$ cat src/core/ismp_defines.vh
// constants for the coefficient-only macroblock payload unpacker
`ifndef ISMP_DEFINES_VH
`define ISMP_DEFINES_VH

// ---------------------------------------------------------------
// command dword positions
// ---------------------------------------------------------------
`define ISMP_DW_FIRST_INLINE 4'h4
`define ISMP_DW_HDR_LAST 4'h3
`define ISMP_DW_LAST_INLINE 4'hd
`define ISMP_DW_MAX 4'hf

// ---------------------------------------------------------------
// payload layout: ten inline dwords padded to two 8-dword registers
// ---------------------------------------------------------------
`define ISMP_PAY_INLINE_LAST 4'h9
`define ISMP_PAY_LAST 4'hf
`define ISMP_PAY_PAD_DATA 32'h0000_0000

// ---------------------------------------------------------------
// fields of the first inline dword
// ---------------------------------------------------------------
`define ISMP_VFS_MSB 31
`define ISMP_VFS_LSB 28
`define ISMP_SECOND_FIELD_BIT 27
`define ISMP_MOTION_MSB 25
`define ISMP_MOTION_LSB 24

// raw motion kind codes
`define ISMP_MK_RESERVED 2'h0
`define ISMP_MK_FIELD 2'h1
`define ISMP_MK_FRAME_OR_16X8 2'h2
`define ISMP_MK_DUAL_PRIME 2'h3

// decoded prediction kinds
`define ISMP_PRED_RESERVED 3'h0
`define ISMP_PRED_FIELD 3'h1
`define ISMP_PRED_FRAME 3'h2
`define ISMP_PRED_16X8 3'h3
`define ISMP_PRED_DUAL_PRIME 3'h4

// picture structure value that marks a frame destination
`define ISMP_PIC_FRAME 2'h3

// ---------------------------------------------------------------
// register map
// ---------------------------------------------------------------
`define ISMP_ADDR_CTRL 8'h00
`define ISMP_ADDR_STATUS 8'h04
`define ISMP_ADDR_LAST_DW0 8'h08
`define ISMP_ADDR_JOBS 8'h0c
`define ISMP_CTRL_MODE_BIT 0
`define ISMP_CTRL_PIC_LSB 1
`define ISMP_CTRL_PIC_MSB 2
`define ISMP_CTRL_RESET 3'h0
`define ISMP_ZERO32 32'h0000_0000
`define ISMP_ZERO16 16'h0000
`define ISMP_ONE16 16'h0001
`define ISMP_ONE4 4'h1

`endif

$ cat src/core/ismp_field_decode.v
// decoder for the consumed fields of the first inline dword
`timescale 1ns/1ps
`include "ismp_defines.vh"

module ismp_field_decode (
   input wire [31:0] dword0,
   input wire [1:0] picture_structure,
   output wire [3:0] vertical_field_select_bits,
   output wire second_field_flag,
   output reg [2:0] pred_kind,
   output wire motion_reserved
);
   wire [1:0] motion_kind_field;
   wire frame_dest;

   // bit 28 is r0 s0 up to bit 31 r1 s1; 0 = top field, 1 = bottom
   assign vertical_field_select_bits = dword0[`ISMP_VFS_MSB:`ISMP_VFS_LSB];
   assign second_field_flag = dword0[`ISMP_SECOND_FIELD_BIT];
   assign motion_kind_field = dword0[`ISMP_MOTION_MSB:`ISMP_MOTION_LSB];
   assign frame_dest = (picture_structure == `ISMP_PIC_FRAME);
   // flagged, never relied on
   assign motion_reserved = (motion_kind_field == `ISMP_MK_RESERVED);

   always @* begin
      case (motion_kind_field)
         `ISMP_MK_FIELD: pred_kind = `ISMP_PRED_FIELD;
         `ISMP_MK_FRAME_OR_16X8: pred_kind = frame_dest ? `ISMP_PRED_FRAME : `ISMP_PRED_16X8;
         `ISMP_MK_DUAL_PRIME: pred_kind = `ISMP_PRED_DUAL_PRIME;
         default: pred_kind = `ISMP_PRED_RESERVED;
      endcase
   end
endmodule // ismp_field_decode

$ cat src/core/ismp_payload.v
// coefficient-only mode macroblock inline payload unpacker
//
// The placing of the registers and strobed register access were left to the implementer.
`timescale 1ns/1ps
`include "ismp_defines.vh"

module ismp_payload (
   input wire clk,
   input wire reset_n,
   input wire in_valid,
   input wire in_sop,
   input wire [31:0] in_data,
   output reg in_ready,
   output reg pay_valid,
   output reg pay_first,
   output reg pay_last,
   output reg [31:0] pay_data,
   output reg mb_done,
   output reg [3:0] mb_field_select,
   output reg mb_second_field,
   output reg [2:0] mb_pred_kind,
   output reg mb_motion_reserved,
   input wire [7:0] reg_addr,
   input wire [31:0] reg_wdata,
   input wire reg_write,
   input wire reg_read,
   output reg [31:0] reg_rdata
);
   // ---------------------------------------------------------------
   // states
   // ---------------------------------------------------------------
   localparam [2:0] st_idle = 3'h0;
   localparam [2:0] st_hdr = 3'h1;
   localparam [2:0] st_inline = 3'h2;
   localparam [2:0] st_pad = 3'h3;
   localparam [2:0] st_skip = 3'h4;

   // ---------------------------------------------------------------
   // reset release
   // ---------------------------------------------------------------
   reg rst_meta;
   reg rst_sync_n;

   always @(posedge clk or negedge reset_n) begin
      if (!reset_n) begin
         rst_meta <= 1'b0;
         rst_sync_n <= 1'b0;
      end else begin
         rst_meta <= 1'b1;
         rst_sync_n <= rst_meta;
      end
   end

   // ---------------------------------------------------------------
   // declarations
   // ---------------------------------------------------------------
   reg [2:0] state;
   reg [2:0] next_state;
   reg [3:0] cmd_idx;
   reg [3:0] next_cmd_idx;
   reg [3:0] pay_idx;
   reg [3:0] next_pay_idx;
   reg coefficient_only_mode;
   reg [1:0] picture_structure;
   reg [31:0] last_dw0;
   reg [15:0] job_count;
   reg [15:0] skip_count;
   reg truncated;
   reg emit;
   reg [31:0] emit_data;
   reg emit_first;
   reg emit_last;
   reg done_now;
   reg capture_dw0;

   wire accept;
   wire [3:0] dec_vfs;
   wire dec_second;
   wire [2:0] dec_kind;
   wire dec_reserved;

   assign accept = in_valid & in_ready;

   // ---------------------------------------------------------------
   // helpers
   // ---------------------------------------------------------------
   function [3:0] ismp_inc4;
      input [3:0] v;
      begin
         ismp_inc4 = (v == `ISMP_DW_MAX) ? v : v + `ISMP_ONE4;
      end
   endfunction

   function [15:0] ismp_inc16;
      input [15:0] v;
      begin
         ismp_inc16 = v + `ISMP_ONE16;
      end
   endfunction

   // ---------------------------------------------------------------
   // field decode of the first inline dword as it arrives
   // ---------------------------------------------------------------
   ismp_field_decode u_decode (
      .dword0(in_data),
      .picture_structure(picture_structure),
      .vertical_field_select_bits(dec_vfs),
      .second_field_flag(dec_second),
      .pred_kind(dec_kind),
      .motion_reserved(dec_reserved)
   );

   // ---------------------------------------------------------------
   // command parser
   // ---------------------------------------------------------------
   always @* begin
      next_state = state;
      next_cmd_idx = cmd_idx;
      next_pay_idx = pay_idx;
      emit = 1'b0;
      emit_data = `ISMP_PAY_PAD_DATA;
      emit_first = 1'b0;
      emit_last = 1'b0;
      done_now = 1'b0;
      capture_dw0 = 1'b0;
      if (accept && in_sop) begin
         // a new command always restarts the parse; with the mode off it goes to st_skip and no job starts
         next_cmd_idx = `ISMP_ONE4;
         next_pay_idx = 4'h0;
         next_state = coefficient_only_mode ? st_hdr : st_skip;
      end else begin
         case (state)
            st_hdr: begin
               if (accept) begin
                  next_cmd_idx = ismp_inc4(cmd_idx);
                  if (cmd_idx == `ISMP_DW_HDR_LAST) begin
                     next_state = st_inline;
                  end
               end
            end
            st_inline: begin
               if (accept) begin
                  // whole dword passes, reserved bit 26 included
                  emit = 1'b1;
                  emit_data = in_data;
                  emit_first = (cmd_idx == `ISMP_DW_FIRST_INLINE);
                  capture_dw0 = (cmd_idx == `ISMP_DW_FIRST_INLINE);
                  next_cmd_idx = ismp_inc4(cmd_idx);
                  next_pay_idx = ismp_inc4(pay_idx);
                  if (cmd_idx == `ISMP_DW_LAST_INLINE) begin
                     next_state = st_pad;
                  end
               end
            end
            st_pad: begin
               emit = 1'b1;
               emit_data = `ISMP_PAY_PAD_DATA;
               next_pay_idx = ismp_inc4(pay_idx);
               if (pay_idx == `ISMP_PAY_LAST) begin
                  emit_last = 1'b1;
                  done_now = 1'b1;
                  next_state = st_skip;
               end
            end
            st_skip: begin
               // trailing dwords of the command are not inline data
               if (accept) begin
                  next_cmd_idx = ismp_inc4(cmd_idx);
               end
            end
            default: begin
               next_state = st_idle;
            end
         endcase
      end
   end

   always @(posedge clk or negedge rst_sync_n) begin
      if (!rst_sync_n) begin
         state <= st_idle;
         cmd_idx <= 4'h0;
         pay_idx <= 4'h0;
         in_ready <= 1'b0;
      end else begin
         state <= next_state;
         cmd_idx <= next_cmd_idx;
         pay_idx <= next_pay_idx;
         // input stalls while padding so the payload stays in order
         in_ready <= (next_state != st_pad);
      end
   end

   // ---------------------------------------------------------------
   // payload output
   // ---------------------------------------------------------------
   always @(posedge clk or negedge rst_sync_n) begin
      if (!rst_sync_n) begin
         pay_valid <= 1'b0;
         pay_first <= 1'b0;
         pay_last <= 1'b0;
         pay_data <= `ISMP_ZERO32;
      end else begin
         pay_valid <= emit;
         pay_first <= emit_first;
         pay_last <= emit_last;
         pay_data <= emit ? emit_data : `ISMP_ZERO32;
      end
   end

   // ---------------------------------------------------------------
   // consumed fields, captured at the first inline dword; mb outputs held until the next job finishes
   // ---------------------------------------------------------------
   reg [3:0] hold_vfs;
   reg hold_second;
   reg [2:0] hold_kind;
   reg hold_reserved;

   always @(posedge clk or negedge rst_sync_n) begin
      if (!rst_sync_n) begin
         hold_vfs <= 4'h0;
         hold_second <= 1'b0;
         hold_kind <= `ISMP_PRED_RESERVED;
         hold_reserved <= 1'b0;
         last_dw0 <= `ISMP_ZERO32;
      end else if (capture_dw0) begin
         hold_vfs <= dec_vfs;
         // issuer keeps this zero for non-field pictures
         hold_second <= dec_second;
         hold_kind <= dec_kind;
         hold_reserved <= dec_reserved;
         last_dw0 <= in_data;
      end
   end

   always @(posedge clk or negedge rst_sync_n) begin
      if (!rst_sync_n) begin
         mb_done <= 1'b0;
         mb_field_select <= 4'h0;
         mb_second_field <= 1'b0;
         mb_pred_kind <= `ISMP_PRED_RESERVED;
         mb_motion_reserved <= 1'b0;
      end else begin
         mb_done <= done_now;
         if (done_now) begin
            mb_field_select <= hold_vfs;
            mb_second_field <= hold_second;
            mb_pred_kind <= hold_kind;
            mb_motion_reserved <= hold_reserved;
         end
      end
   end

   // ---------------------------------------------------------------
   // job accounting
   // ---------------------------------------------------------------
   wire sop_in_inline;
   wire status_clear;

   // a command that ends early, in its header or inline dwords, leaves its job without its last dword
   assign sop_in_inline = accept && in_sop && ((state == st_inline) || (state == st_hdr));
   assign status_clear = reg_write && (reg_addr == `ISMP_ADDR_STATUS);

   always @(posedge clk or negedge rst_sync_n) begin
      if (!rst_sync_n) begin
         job_count <= `ISMP_ZERO16;
         skip_count <= `ISMP_ZERO16;
         truncated <= 1'b0;
      end else begin
         if (done_now) begin
            job_count <= ismp_inc16(job_count);
         end
         if (accept && in_sop && !coefficient_only_mode) begin
            skip_count <= ismp_inc16(skip_count);
         end
         // set wins over a clear in the same cycle
         if (sop_in_inline) begin
            truncated <= 1'b1;
         end else if (status_clear && reg_wdata[0]) begin
            truncated <= 1'b0;
         end
      end
   end

   // ---------------------------------------------------------------
   // register port
   // ---------------------------------------------------------------
   always @(posedge clk or negedge rst_sync_n) begin
      if (!rst_sync_n) begin
         // mode off after reset, so no job starts before software sets it up
         {picture_structure, coefficient_only_mode} <= `ISMP_CTRL_RESET;
      end else if (reg_write && (reg_addr == `ISMP_ADDR_CTRL)) begin
         coefficient_only_mode <= reg_wdata[`ISMP_CTRL_MODE_BIT];
         picture_structure <= reg_wdata[`ISMP_CTRL_PIC_MSB:`ISMP_CTRL_PIC_LSB];
      end
   end

   always @(posedge clk or negedge rst_sync_n) begin
      if (!rst_sync_n) begin
         reg_rdata <= `ISMP_ZERO32;
      end else if (reg_read) begin
         if (reg_addr == `ISMP_ADDR_CTRL) begin
            reg_rdata <= {29'h0000_0000, picture_structure, coefficient_only_mode};
         end else if (reg_addr == `ISMP_ADDR_STATUS) begin
            reg_rdata <= {7'h00, hold_vfs, hold_second, hold_kind,
                          5'h00, hold_reserved, state, in_ready, 6'h00, truncated};
         end else if (reg_addr == `ISMP_ADDR_LAST_DW0) begin
            reg_rdata <= last_dw0;
         end else if (reg_addr == `ISMP_ADDR_JOBS) begin
            reg_rdata <= {skip_count, job_count};
         end else begin
            reg_rdata <= `ISMP_ZERO32;
         end
      end else begin
         // data stand for one cycle only
         reg_rdata <= `ISMP_ZERO32;
      end
   end
endmodule // ismp_payload

$ cat config.mk
export PLATFORM = sky130hd
export DESIGN_NAME = ismp_payload
export DESIGN_NICKNAME = d
export VERILOG_FILES = /design/src/core/ismp_field_decode.v /design/src/core/ismp_payload.v
export VERILOG_INCLUDE_DIRS = /design/src /design/src/core
export SDC_FILE = /design/constraint.sdc
export NUM_CORES = 1
export LEC_CHECK = 0
export BUFFER_PORTS_ARGS = -buffer_cell sky130_fd_sc_hd__buf_2
export CORE_MARGIN = 5
export CORE_UTILIZATION = 58
export DETAILED_ROUTE_END_ITERATION = 10
export PLACE_DENSITY = 0.88
export SYNTH_ARGS = -nofsm -noshare
export SYNTH_HDL_FRONTEND = slang
export SYNTH_SLANG_ARGS = --single-unit
$ cat constraint.sdc
create_clock -name clk -period 13.15 [get_ports clk]
set_input_delay 2.63 -clock clk [delete_from_list [all_inputs] [get_ports clk]]
set_output_delay 2.63 -clock clk [all_outputs]
set_load 0.1 [all_outputs]
==> metrics.md, run 1 <==
| Metric | Value |
|---|---|
| Status | `complete, no violations` |
| Post-synth EDFFs | `0` |
| Gate Count Post-Synth | `538` |
| Antenna Nets Post-Route | `0` |
| Clock root buffer | `clkbuf_16` |
| Placed insts | `785` |
| Max_slew headroom | `0.0942` |
| DR iter-0 viols | `421` |
| Clock power frac | `0.423` |
| VDD IR-drop max | `0.0915 mV` |
| RSZ-0062 raised after global routing | `no` |
| WL/cell | `19.2 um` |
| Seq pwr share | `0.502` |
| CP Capture Type | `register` |
| Drt total wl | `15,600 um` |
| Pint | `0.819 mW` |
| I/O Buffers | `126` |
| Initial antenna violation count | `0` |
| Final period utilization | `0.358` |
| Clock Latency Late Sink | `0.42 ns` |
| Final GP Congestion | `0.841` |
| Post_cts resized | `0` |
| DIE HEIGHT | `118 um` |
| Synth area leader | `dfrtp_1` |
| Share of layout cells above drive strength 1 | `0.342` |
| Dpl hpwl | `10,500 um` |
| Final Hold Fails | `0` |
| Synthesized flop and latch total | `162` |
| Post-Syn Area | `0.00678 mm2` |
| CTS tree | `done` |
| Post-synth top flop | `dfrtp_1` |
| MaxCap Viol Count | `0` |
| Share of the synthesized area in the top cell type | `0.598` |
| CP Class | `primary input to register` |
| Yosys Warn Count | `0` |
| Synth unique cells | `52` |
| Die width | `118 um` |
| Post-route minimum period | `4.70 ns` |
| R2r setup slk | `10.13 ns` |
| Critical Path RT | `13.45 ns` |
| Final Slew Violations | `0` |
| Die area | `0.0140 mm2` |
| Rows | `39` |
| Filler instances | `801` |
| Max Fanout on Critical Path | `23` |
| Reg clk slew, reported paths | `0.06 ns` |
| Core area | `0.0114 mm2` |
| P_sw | `0.268 mW` |
| Total CTS buffers | `17` |
| Clock Skew | `0.00662 ns` |
| Largest net degree at the start of global routing | `83` |
| Final TNS setup | `0 ns` |
| PwrDens | `135 mW/mm2` |
| Layout Utilization | `0.704` |
| Global-route wire length before repair | `26,200 um` |
| DR DRC count | `0` |
| Vias in the first global route | `5,079` |
| Worst-Margin Slew | `1.35 ns` |
| Most numerous cell in the Yosys netlist | `dfrtp_1` |
| Syn Nets | `622` |
| Max clock buf depth | `2` |
| Area added between synthesis and finish | `18.6%` |
| Highest clock rate | `0.213 GHz` |
| Clock sinks | `162` |
| FFs w/ async S/R, synth | `1.00` |
| Postcts setup bufs | `0` |
| Final nets | `745` |
| H-tree depth | `4` |
| Tot GR Track Use | `0.231` |
| Num ports | `156` |
| Fin cells | `816` |
| Critical path arrival | `5.00 ns` |
| Vias | `4,853` |
| HP Class | `register to register` |
| P_leak | `4.11 nW` |
| Vias/cell | `5.95` |
| Area contributors post-synth | `dfrtp_1 60%, mux2_2 7.3%, and2_1 3.0%` |
| Synthesized area per cell | `12.6 um2` |
| Gate power share | `0.075` |
| Initial Utilization | `0.594` |
| Switching share of power | `0.246` |
| Remaining global-route overflow | `0` |
| Antenna cell count | `0` |
| CTS Hold Buffers Added | `0` |
| CP Launch Type | `primary input` |
| Final setup vio count | `0` |
| Synth cell count leaders | `162 x dfrtp_1, 44 x mux2_2, 42 x nor2_1` |
| Sequential share of the synthesized area | `0.598` |
| DR pass1 iterations | `5` |
-- power groups by stage --
stage               clock network, mW  logic (mW)  registers, mW
floorplan                           0      0.0524          0.551
global placement                    0      0.0770          0.551
detailed placement                  0      0.0805          0.553
CTS                             0.463      0.0814          0.544
global route                    0.488      0.0896          0.548
finish                          0.460      0.0814          0.545
-- through the flow --
step                area, um2  hold WS, ns  power (mW)  worst slack, ns
floorplan                6780        0.331       0.604             8.30
CTS                      8040        0.362        1.09             8.45
global placement         7490        0.339       0.628             8.22
finish                   8040        0.359        1.09             8.45
detailed placement       7490        0.337       0.633             8.10
global route             8040        0.391        1.13             8.33
-- flip-flops by register name (all words and copies together), names as in the netlist, 2 cells and up --
name,flops
skip_count,16
pay_idx,4
hold_kind,3
cmd_idx,4
reg_rdata,32
mb_pred_kind,3
pay_data,32
last_dw0,32
state,3
job_count,16
mb_field_select,4
picture_structure,2
-- routing by layer --
layer  routed length (um)  global-route usage
met2                 7870               0.376
met1                 6350               0.293
met4                  253              0.0753
met5                    0                   0
met3                 1170              0.0754
-- cells by family after synthesis --
group / after synthesis / share of synthesized area
fa+ha+maj: 6 / 0.0111
flops: 162 / 0.598
other cells: 1 / 0.000553
buf+inv: 34 / 0.0266
mux: 50 / 0.0843
simple gates: 183 / 0.164
xor+xnor: 34 / 0.0439
compound gates: 68 / 0.0718
-- worst max-delay path, cell delays in order --
cell and delay, ns:
buf_2 0.15, nand3b_1 0.20, nor4_4 1.17, buf_4 0.46, mux2_2 0.38
-- layout make-up --
class	count	area, um2	area share
clock inverters	8	81.3	0.0101
multi-input cells	342	2560	0.318
well taps	143	179	0.0223
repair buffers	131	668	0.0831
inverters	7	26.3	0.00327
flip-flops and latches	162	4060	0.505
clock buffers	23	468	0.0582
-- cell usage in the layout (no fill, tap or decap), types with 7 or more instances in the layout --
cell / netlist / routed
nand4_1: 10 / 10
mux2_2: 44 / 44
xnor2_1: 18 / 18
nand3_1: 16 / 16
o21ai_0: 9 / 9
dfrtp_1: 162 / 161
o221ai_1: 7 / 7
buf_2: 12 / 126
inv_1: 7 / 7
nor2_1: 42 / 42
and3_1: 7 / 7
a21oi_1: 13 / 13
xor2_1: 16 / 16
nand2_1: 17 / 17
and2_1: 33 / 33
nor2_2: 9 / 9
a22oi_1: 18 / 18
clkbuf_16: 0 / 17
a21o_1: 7 / 7
nor4_1: 7 / 7
nor3_1: 12 / 11
-- final timing paths --
path                             from           end  cells after the start
min                          rst_meta    rst_sync_n                      0
min reg2reg                  rst_meta    rst_sync_n                      0
max reg2reg                  state[0]  last_dw0[29]                      4
min in group asynchronous  rst_sync_n  pay_data[30]                      0
max in group asynchronous     reset_n    rst_sync_n                      1
max                          in_valid  last_dw0[29]                      5
No activity file was read; power rests on OpenSTA's default activity.
==> run 2, diff against run 1 <==
Settings changed: CORE_UTILIZATION 58 to 49, PLACE_DENSITY 0.88 to 0.79.
Clock period 13.15 ns to 4.3 ns, I/O delays scaled along.
==> metrics.md, run 2 (same netlist as run 1, synthesis figures left out) <==
| Metric | Value |
|---|---|
| Die width | `128 um (+8.1%)` |
| Placed inst area | `0.00756 mm2 (+0.95%)` |
| Filler instances | `1,107 (+38%)` |
| Clock Skew | `0.0183 ns (+0.0117 ns)` |
| Fin cells | `854 (+4.7%)` |
| Num ports | `156 (unchanged)` |
| Final worst slack | `1.74 ns (-6.71 ns)` |
| CP Class | `primary input to register` |
| Vias/cell | `5.43 (-8.7%)` |
| Dpl hpwl | `10,700 um (+2.5%)` |
| Antenna Nets Post-Route | `0 (unchanged)` |
| Commonest non-fill, non-tap cell in the layout | `dfrtp_1` |
| Area added between synthesis and finish | `19.6%` |
| Share of layout cells above drive strength 1 | `0.343 (+0.000977)` |
| Post-route minimum period | `2.56 ns` |
| Final TNS setup | `0 ns (unchanged)` |
| Clock root buffer | `clkbuf_16` |
| Post-route cell area | `0.00811 mm2 (+0.82%)` |
| Most frequent cells in the layout | `161 x dfrtp_1, 126 x buf_2, 44 x mux2_2` |
| Final setup vio count | `0 (unchanged)` |
| Final Total Pwr | `3.29 mW (+200%)` |
| Remaining global-route overflow | `0 (unchanged)` |
| Worst-Margin Slew | `1.01 ns (-0.335 ns)` |
| Critical path arrival | `2.91 ns (-2.09 ns)` |
| Core area | `0.0137 mm2 (+20%)` |
| Largest net degree at the start of global routing | `85 (+2.4%)` |
| Drt total wl | `15,200 um (-2.6%)` |
| Status | `complete, no violations` |
| DR DRC count | `0 (unchanged)` |
| Final hold slack | `0.209 ns (-0.150 ns)` |
| Vias in the first global route | `4,782 (-5.8%)` |
| CP Capture Type | `register` |
| PwrDens | `406 mW/mm2 (+200%)` |
| I/O Buffers | `126 (unchanged)` |
| Reg clk slew, reported paths | `0.06 ns (about the same)` |
| Clock Latency Late Sink | `0.43 ns (about the same)` |
| Final Slew Violations | `0 (unchanged)` |
| CTS tree | `done` |
| HP Class | `primary input to async pin` |
| CP Launch Type | `primary input` |
| Postcts setup bufs | `0 (unchanged)` |
| Rows | `43 (+10%)` |
| Tot GR Track Use | `0.198 (-0.0329)` |
| Initial antenna violation count | `0 (unchanged)` |
| Initial Utilization | `0.494 (-0.0996)` |
| Global-route wire length before repair | `25,100 um (-4.1%)` |
| CTS Hold Buffers Added | `0 (unchanged)` |
| Max_slew headroom | `0.324 (+0.230)` |
| Layout Utilization | `0.591 (-0.113)` |
| Antenna cell count | `0 (unchanged)` |
| Die area | `0.0163 mm2 (+17%)` |
| DIE HEIGHT | `128 um (+8.1%)` |
| Max Fanout on Critical Path | `19 (-17%)` |
| P_leak | `4.13 nW (+0.57%)` |
| Worst slack at placement | `1.32 ns (-6.78 ns)` |
| Clock sinks | `162 (unchanged)` |
| Post_cts resized | `0 (unchanged)` |
| MaxCap Viol Count | `0 (unchanged)` |
| Final Hold Fails | `0 (unchanged)` |
| DR iter-0 viols | `380 (-9.7%)` |
| H-tree depth | `4 (unchanged)` |
| Critical Path RT | `4.65 ns (-8.80 ns)` |
| Final nets | `745 (unchanged)` |
| DR pass1 iterations | `5 (unchanged)` |
| Largest registers | `last_dw0 (32), pay_data (32), reg_rdata (32)` |
| Final GP Congestion | `0.879 (+4.5%)` |
| Placed insts | `822 (+4.7%)` |
| RSZ-0062 raised after global routing | `no` |
| Final period utilization | `0.595` |
| Total CTS buffers | `17 (unchanged)` |
| Vias | `4,639 (-4.4%)` |
| VDD IR-drop max | `0.220 mV (+140%)` |
| WL/cell | `17.8 um (-7.0%)` |
| Highest clock rate | `0.391 GHz` |
| Max clock buf depth | `2 (unchanged)` |
==> run 2: cell types whose count changed in the layout (fill, tap and decap cells not counted) <==
cell and change:
clkinv_4 +1, clkinv_2 +2, buf_12 +2, bufinv_16 -1, clkbuf_8 +2, buf_4 -2, inv_6 +1, clkinvlp_4 -4
==> run 2: critical path, cell delays in order <==
cell	delay, ns
buf_2	0.35
nand2_1	0.46
nor4_4	0.85
a22oi_1	0.22
nor2_2	0.15
==> run 2: layer usage <==
layer | up-vias | GRT usage | part of all wire
met4 | 0 | 0.0749 | 0.019
met3 | 25 | 0.0506 | 0.063
met1 | 2320 | 0.272 | 0.44
met2 | 145 | 0.304 | 0.48
li1 | 2149 | - | -
met5 | - | 0 | 0
==> run 2: worst paths after layout <==
check | cells past startpoint | from | slack, ns | to
worst max-delay path | 5 | reg_addr[3] | 1.74 | reg_rdata[16]
worst min-delay path | 1 | reset_n | 0.21 | rst_sync_n
worst max register to register | 4 | state[0] | 1.83 | last_dw0[23]
worst min register to register | 0 | rst_meta | 0.36 | rst_sync_n
max in group asynchronous | 1 | rst_sync_n | 2.85 | pay_data[3]
min in group clk | 0 | rst_meta | 0.36 | rst_sync_n
==> run 2: area by class of cell <==
class                           instances  area, um2  area share
Inverter                                7       26.3     0.00324
Sequential cell                       162       4060       0.501
Tap cell                              180        225      0.0278
Timing Repair Buffer                  131        693      0.0855
Clock buffer                           25        495      0.0611
Clock inverter                          7       48.8     0.00602
Multi-Input combinational cell        342       2560       0.316
==> run 2: where the power goes <==
group	internal, mW	switching (mW)
combinational	0.104	0.146
sequential	1.58	0.0893
clock	0.800	0.576
total	2.48	0.811
==> run 3, diff against run 2 <==
Settings changed: ABC_AREA set to 1, CORE_UTILIZATION 49 to 55, PLACE_DENSITY 0.79 to 0.83.
Clock period 4.3 ns to 2.65 ns, I/O delays scaled along.
==> metrics.md, run 3 <==
| Metric | Value |
|---|---|
| Status | `complete, no violations` |
| Most frequent cells in the layout | `208 x nand2_1, 161 x dfrtp_1, 126 x buf_2` |
| Initial Utilization | `0.563 (+0.0688)` |
| Final Hold Fails | `0 (unchanged)` |
| Clock root buffer | `clkbuf_16` |
| DR iter-0 viols | `544 (+43%)` |
| Final GP Congestion | `0.898 (+2.1%)` |
| Share of the synthesized area in the top cell type | `0.544 (-0.0542)` |
| DIE HEIGHT | `126 um (-0.94%)` |
| Synth cell count leaders | `208 x nand2_1, 162 x dfrtp_1, 92 x nand3_1` |
| Worst-Margin Slew | `0.596 ns (-0.418 ns)` |
| DR pass1 iterations | `6 (+1)` |
| Syn Nets | `935 (+50%)` |
| Placed insts | `1,133 (+38%)` |
| Num ports | `156 (unchanged)` |
| Sequential share of the synthesized area | `0.544 (-0.0542)` |
| Final setup vio count | `0 (unchanged)` |
| Synth unique cells | `33 (-37%)` |
| Clock sinks | `162 (unchanged)` |
| P_leak | `4.67 nW (+13%)` |
| MaxCap Viol Count | `0 (unchanged)` |
| Family with the most delay on the worst path | `buffers and inverters` |
| Gate Count Post-Synth | `851 (+58%)` |
| Core area | `0.0132 mm2 (-3.5%)` |
| Dpl hpwl | `12,900 um (+21%)` |
| Share of layout cells above drive strength 1 | `0.214 (-0.129)` |
| Largest registers | `last_dw0 (32), pay_data (32), reg_rdata (32)` |
| Worst slack at placement | `0.705 ns (-0.619 ns)` |
| Postcts setup bufs | `0 (unchanged)` |
| Remaining global-route overflow | `0 (unchanged)` |
| Most numerous cell in the Yosys netlist | `nand2_1` |
| CTS tree | `done` |
| Final Slew Violations | `0 (unchanged)` |
| CP Class | `register to output pin` |
| Synth area leader | `dfrtp_1` |
| Clock Latency Late Sink | `0.43 ns (about the same)` |
| Antenna Nets Post-Route | `0 (unchanged)` |
| Critical path arrival | `1.31 ns (-1.60 ns)` |
| Initial antenna violation count | `0 (unchanged)` |
| Max clock buf depth | `2 (unchanged)` |
| Clock Skew | `0.0100 ns (-0.00830 ns)` |
| Final TNS setup | `0 ns (unchanged)` |
| Critical path cell sequence | `buf_2` |
| Vias in the first global route | `6,066 (+27%)` |
| Critical Path RT | `2.12 ns (-2.53 ns)` |
| Die area | `0.0160 mm2 (-1.9%)` |
| Highest clock rate | `0.542 GHz` |
| Final nets | `1,061 (+42%)` |
| CP Capture Type | `output pin` |
| RSZ-0062 raised after global routing | `no` |
| Final worst slack | `0.806 ns (-0.933 ns)` |
| Tot GR Track Use | `0.239 (+0.0415)` |
| Worst path max stage delay | `0.46 ns (-0.39 ns)` |
| Synthesized flop and latch total | `162 (unchanged)` |
| Final hold slack | `0.254 ns (+0.0452 ns)` |
| Post-synth EDFFs | `0 (unchanged)` |
| Fin cells | `1,167 (+37%)` |
| Synthesized area per cell | `8.76 um2 (-30%)` |
| HP Class | `register to async pin` |
| VDD IR-drop max | `0.531 mV (+140%)` |
| CP Launch Type | `register` |
| Reg clk slew, reported paths | `0.06 ns (about the same)` |
| Post-synth top flop | `dfrtp_1` |
| Max_slew headroom | `0.601 (+0.277)` |
| Post-route minimum period | `1.84 ns` |
| Total CTS buffers | `17 (unchanged)` |
| Rows | `42 (-2.3%)` |
| Final period utilization | `0.696` |
| Vias/cell | `5.30 (-2.5%)` |
| WL/cell | `15.6 um (-12%)` |
| FFs w/ async S/R, synth | `1.00 (unchanged)` |
| Drt total wl | `18,300 um (+20%)` |
| Vias | `6,182 (+33%)` |
| I/O Buffers | `126 (unchanged)` |
| Die width | `126 um (-0.94%)` |
| Max Fanout on Critical Path | `3 (-16)` |
| Area added between synthesis and finish | `18.3%` |
| Commonest non-fill, non-tap cell in the layout | `nand2_1` |
| Post-Syn Area | `0.00745 mm2 (+10%)` |
| Max stage delay cell, worst path | `buf_2` |
| PwrDens | `635 mW/mm2 (+56%)` |
| Yosys Warn Count | `0 (unchanged)` |
| Global-route wire length before repair | `30,200 um (+20%)` |
| Area contributors post-synth | `dfrtp_1 54%, nand2_1 10%, nand3_1 6.2%` |
| H-tree depth | `4 (unchanged)` |
| DR DRC count | `0 (unchanged)` |
| Largest net degree at the start of global routing | `73 (-14%)` |
| CP bufs+invs | `1 (unchanged)` |
[run 3: changes by cell type after synthesis, sizes merged, moves of 14 or more]
cell   before  now
a21oi      13   32
a22oi      18    0
and2       33    0
buf        18   32
inv         7   94
mux2       47    0
nand2      17  213
nand3      16   94
nor2       51  105
nor3       15    0
o21ai       9   63
[run 3: where the power goes]
| group | total (mW) | leakage [nW] | internal (mW) | switching [mW] |
|---|---|---|---|---|
| Sequential | 2.68 | 2.21 | 2.55 | 0.125 |
| Combinational | 0.414 | 2.16 | 0.146 | 0.268 |
| Clock | 2.51 | 0.299 | 1.53 | 0.983 |
| Total | 5.60 | 4.67 | 4.23 | 1.38 |
[run 3: area by class of cell]
type,instances,area (um2)
multi-input cells,562,2800
well taps,176,220
inverters,95,359
fillers,1058,4420
clock buffers,19,453
clock inverters,13,156
diodes,1,2.50
repair buffers,139,768
flip-flops and latches,162,4060
[run 3: cells by family after synthesis]
kind of cell / synth area share
other: 0.000503
flip-flops: 0.544
adder cells (fa/ha/maj): 0.0101
XOR/XNOR: 0.0200
AO/OA/AOI/OAI: 0.0834
AND/OR/NAND/NOR: 0.260
buffers and inverters: 0.0817
[run 3: path summary, 6_finish.rpt]
path	start	endpoint	slack, ns	depth (start not counted)
max	in_ready	in_ready	0.81	1
min	rst_sync_n	last_dw0[0]	0.25	0
max reg2reg	pay_idx[0]	mb_pred_kind[0]	0.86	6
min reg2reg	rst_sync_n	last_dw0[0]	0.25	0
max in group asynchronous	rst_sync_n	skip_count[14]	1.64	1
min in group clk	in_data[20]	pay_data[20]	0.33	3
[run 3: through the flow]
step	power, mW	utilization	area (um2)
after global placement	3.11	0.619	8200
after floorplan	2.97	-	7460
after detailed placement	3.12	0.619	8200
final	5.60	0.666	8820
after global routing	5.82	0.666	8820
after CTS	5.62	0.666	8820
[run 3: routing by layer]
layer / vias to the layer above / GRT usage / share of wire
li1: 2966 / - / -
met1: 2902 / 0.321 / 0.41
met2: 270 / 0.382 / 0.48
met3: 44 / 0.0538 / 0.082
met4: 0 / 0.0934 / 0.030
met5: - / 0 / 0
[run 3: what timing repair did]
action | 4_1_cts | 5_1_grt
gates resized for setup | 0 | 0
hold buffers | 1 | 0
hold endpoints to repair | 2 | 0
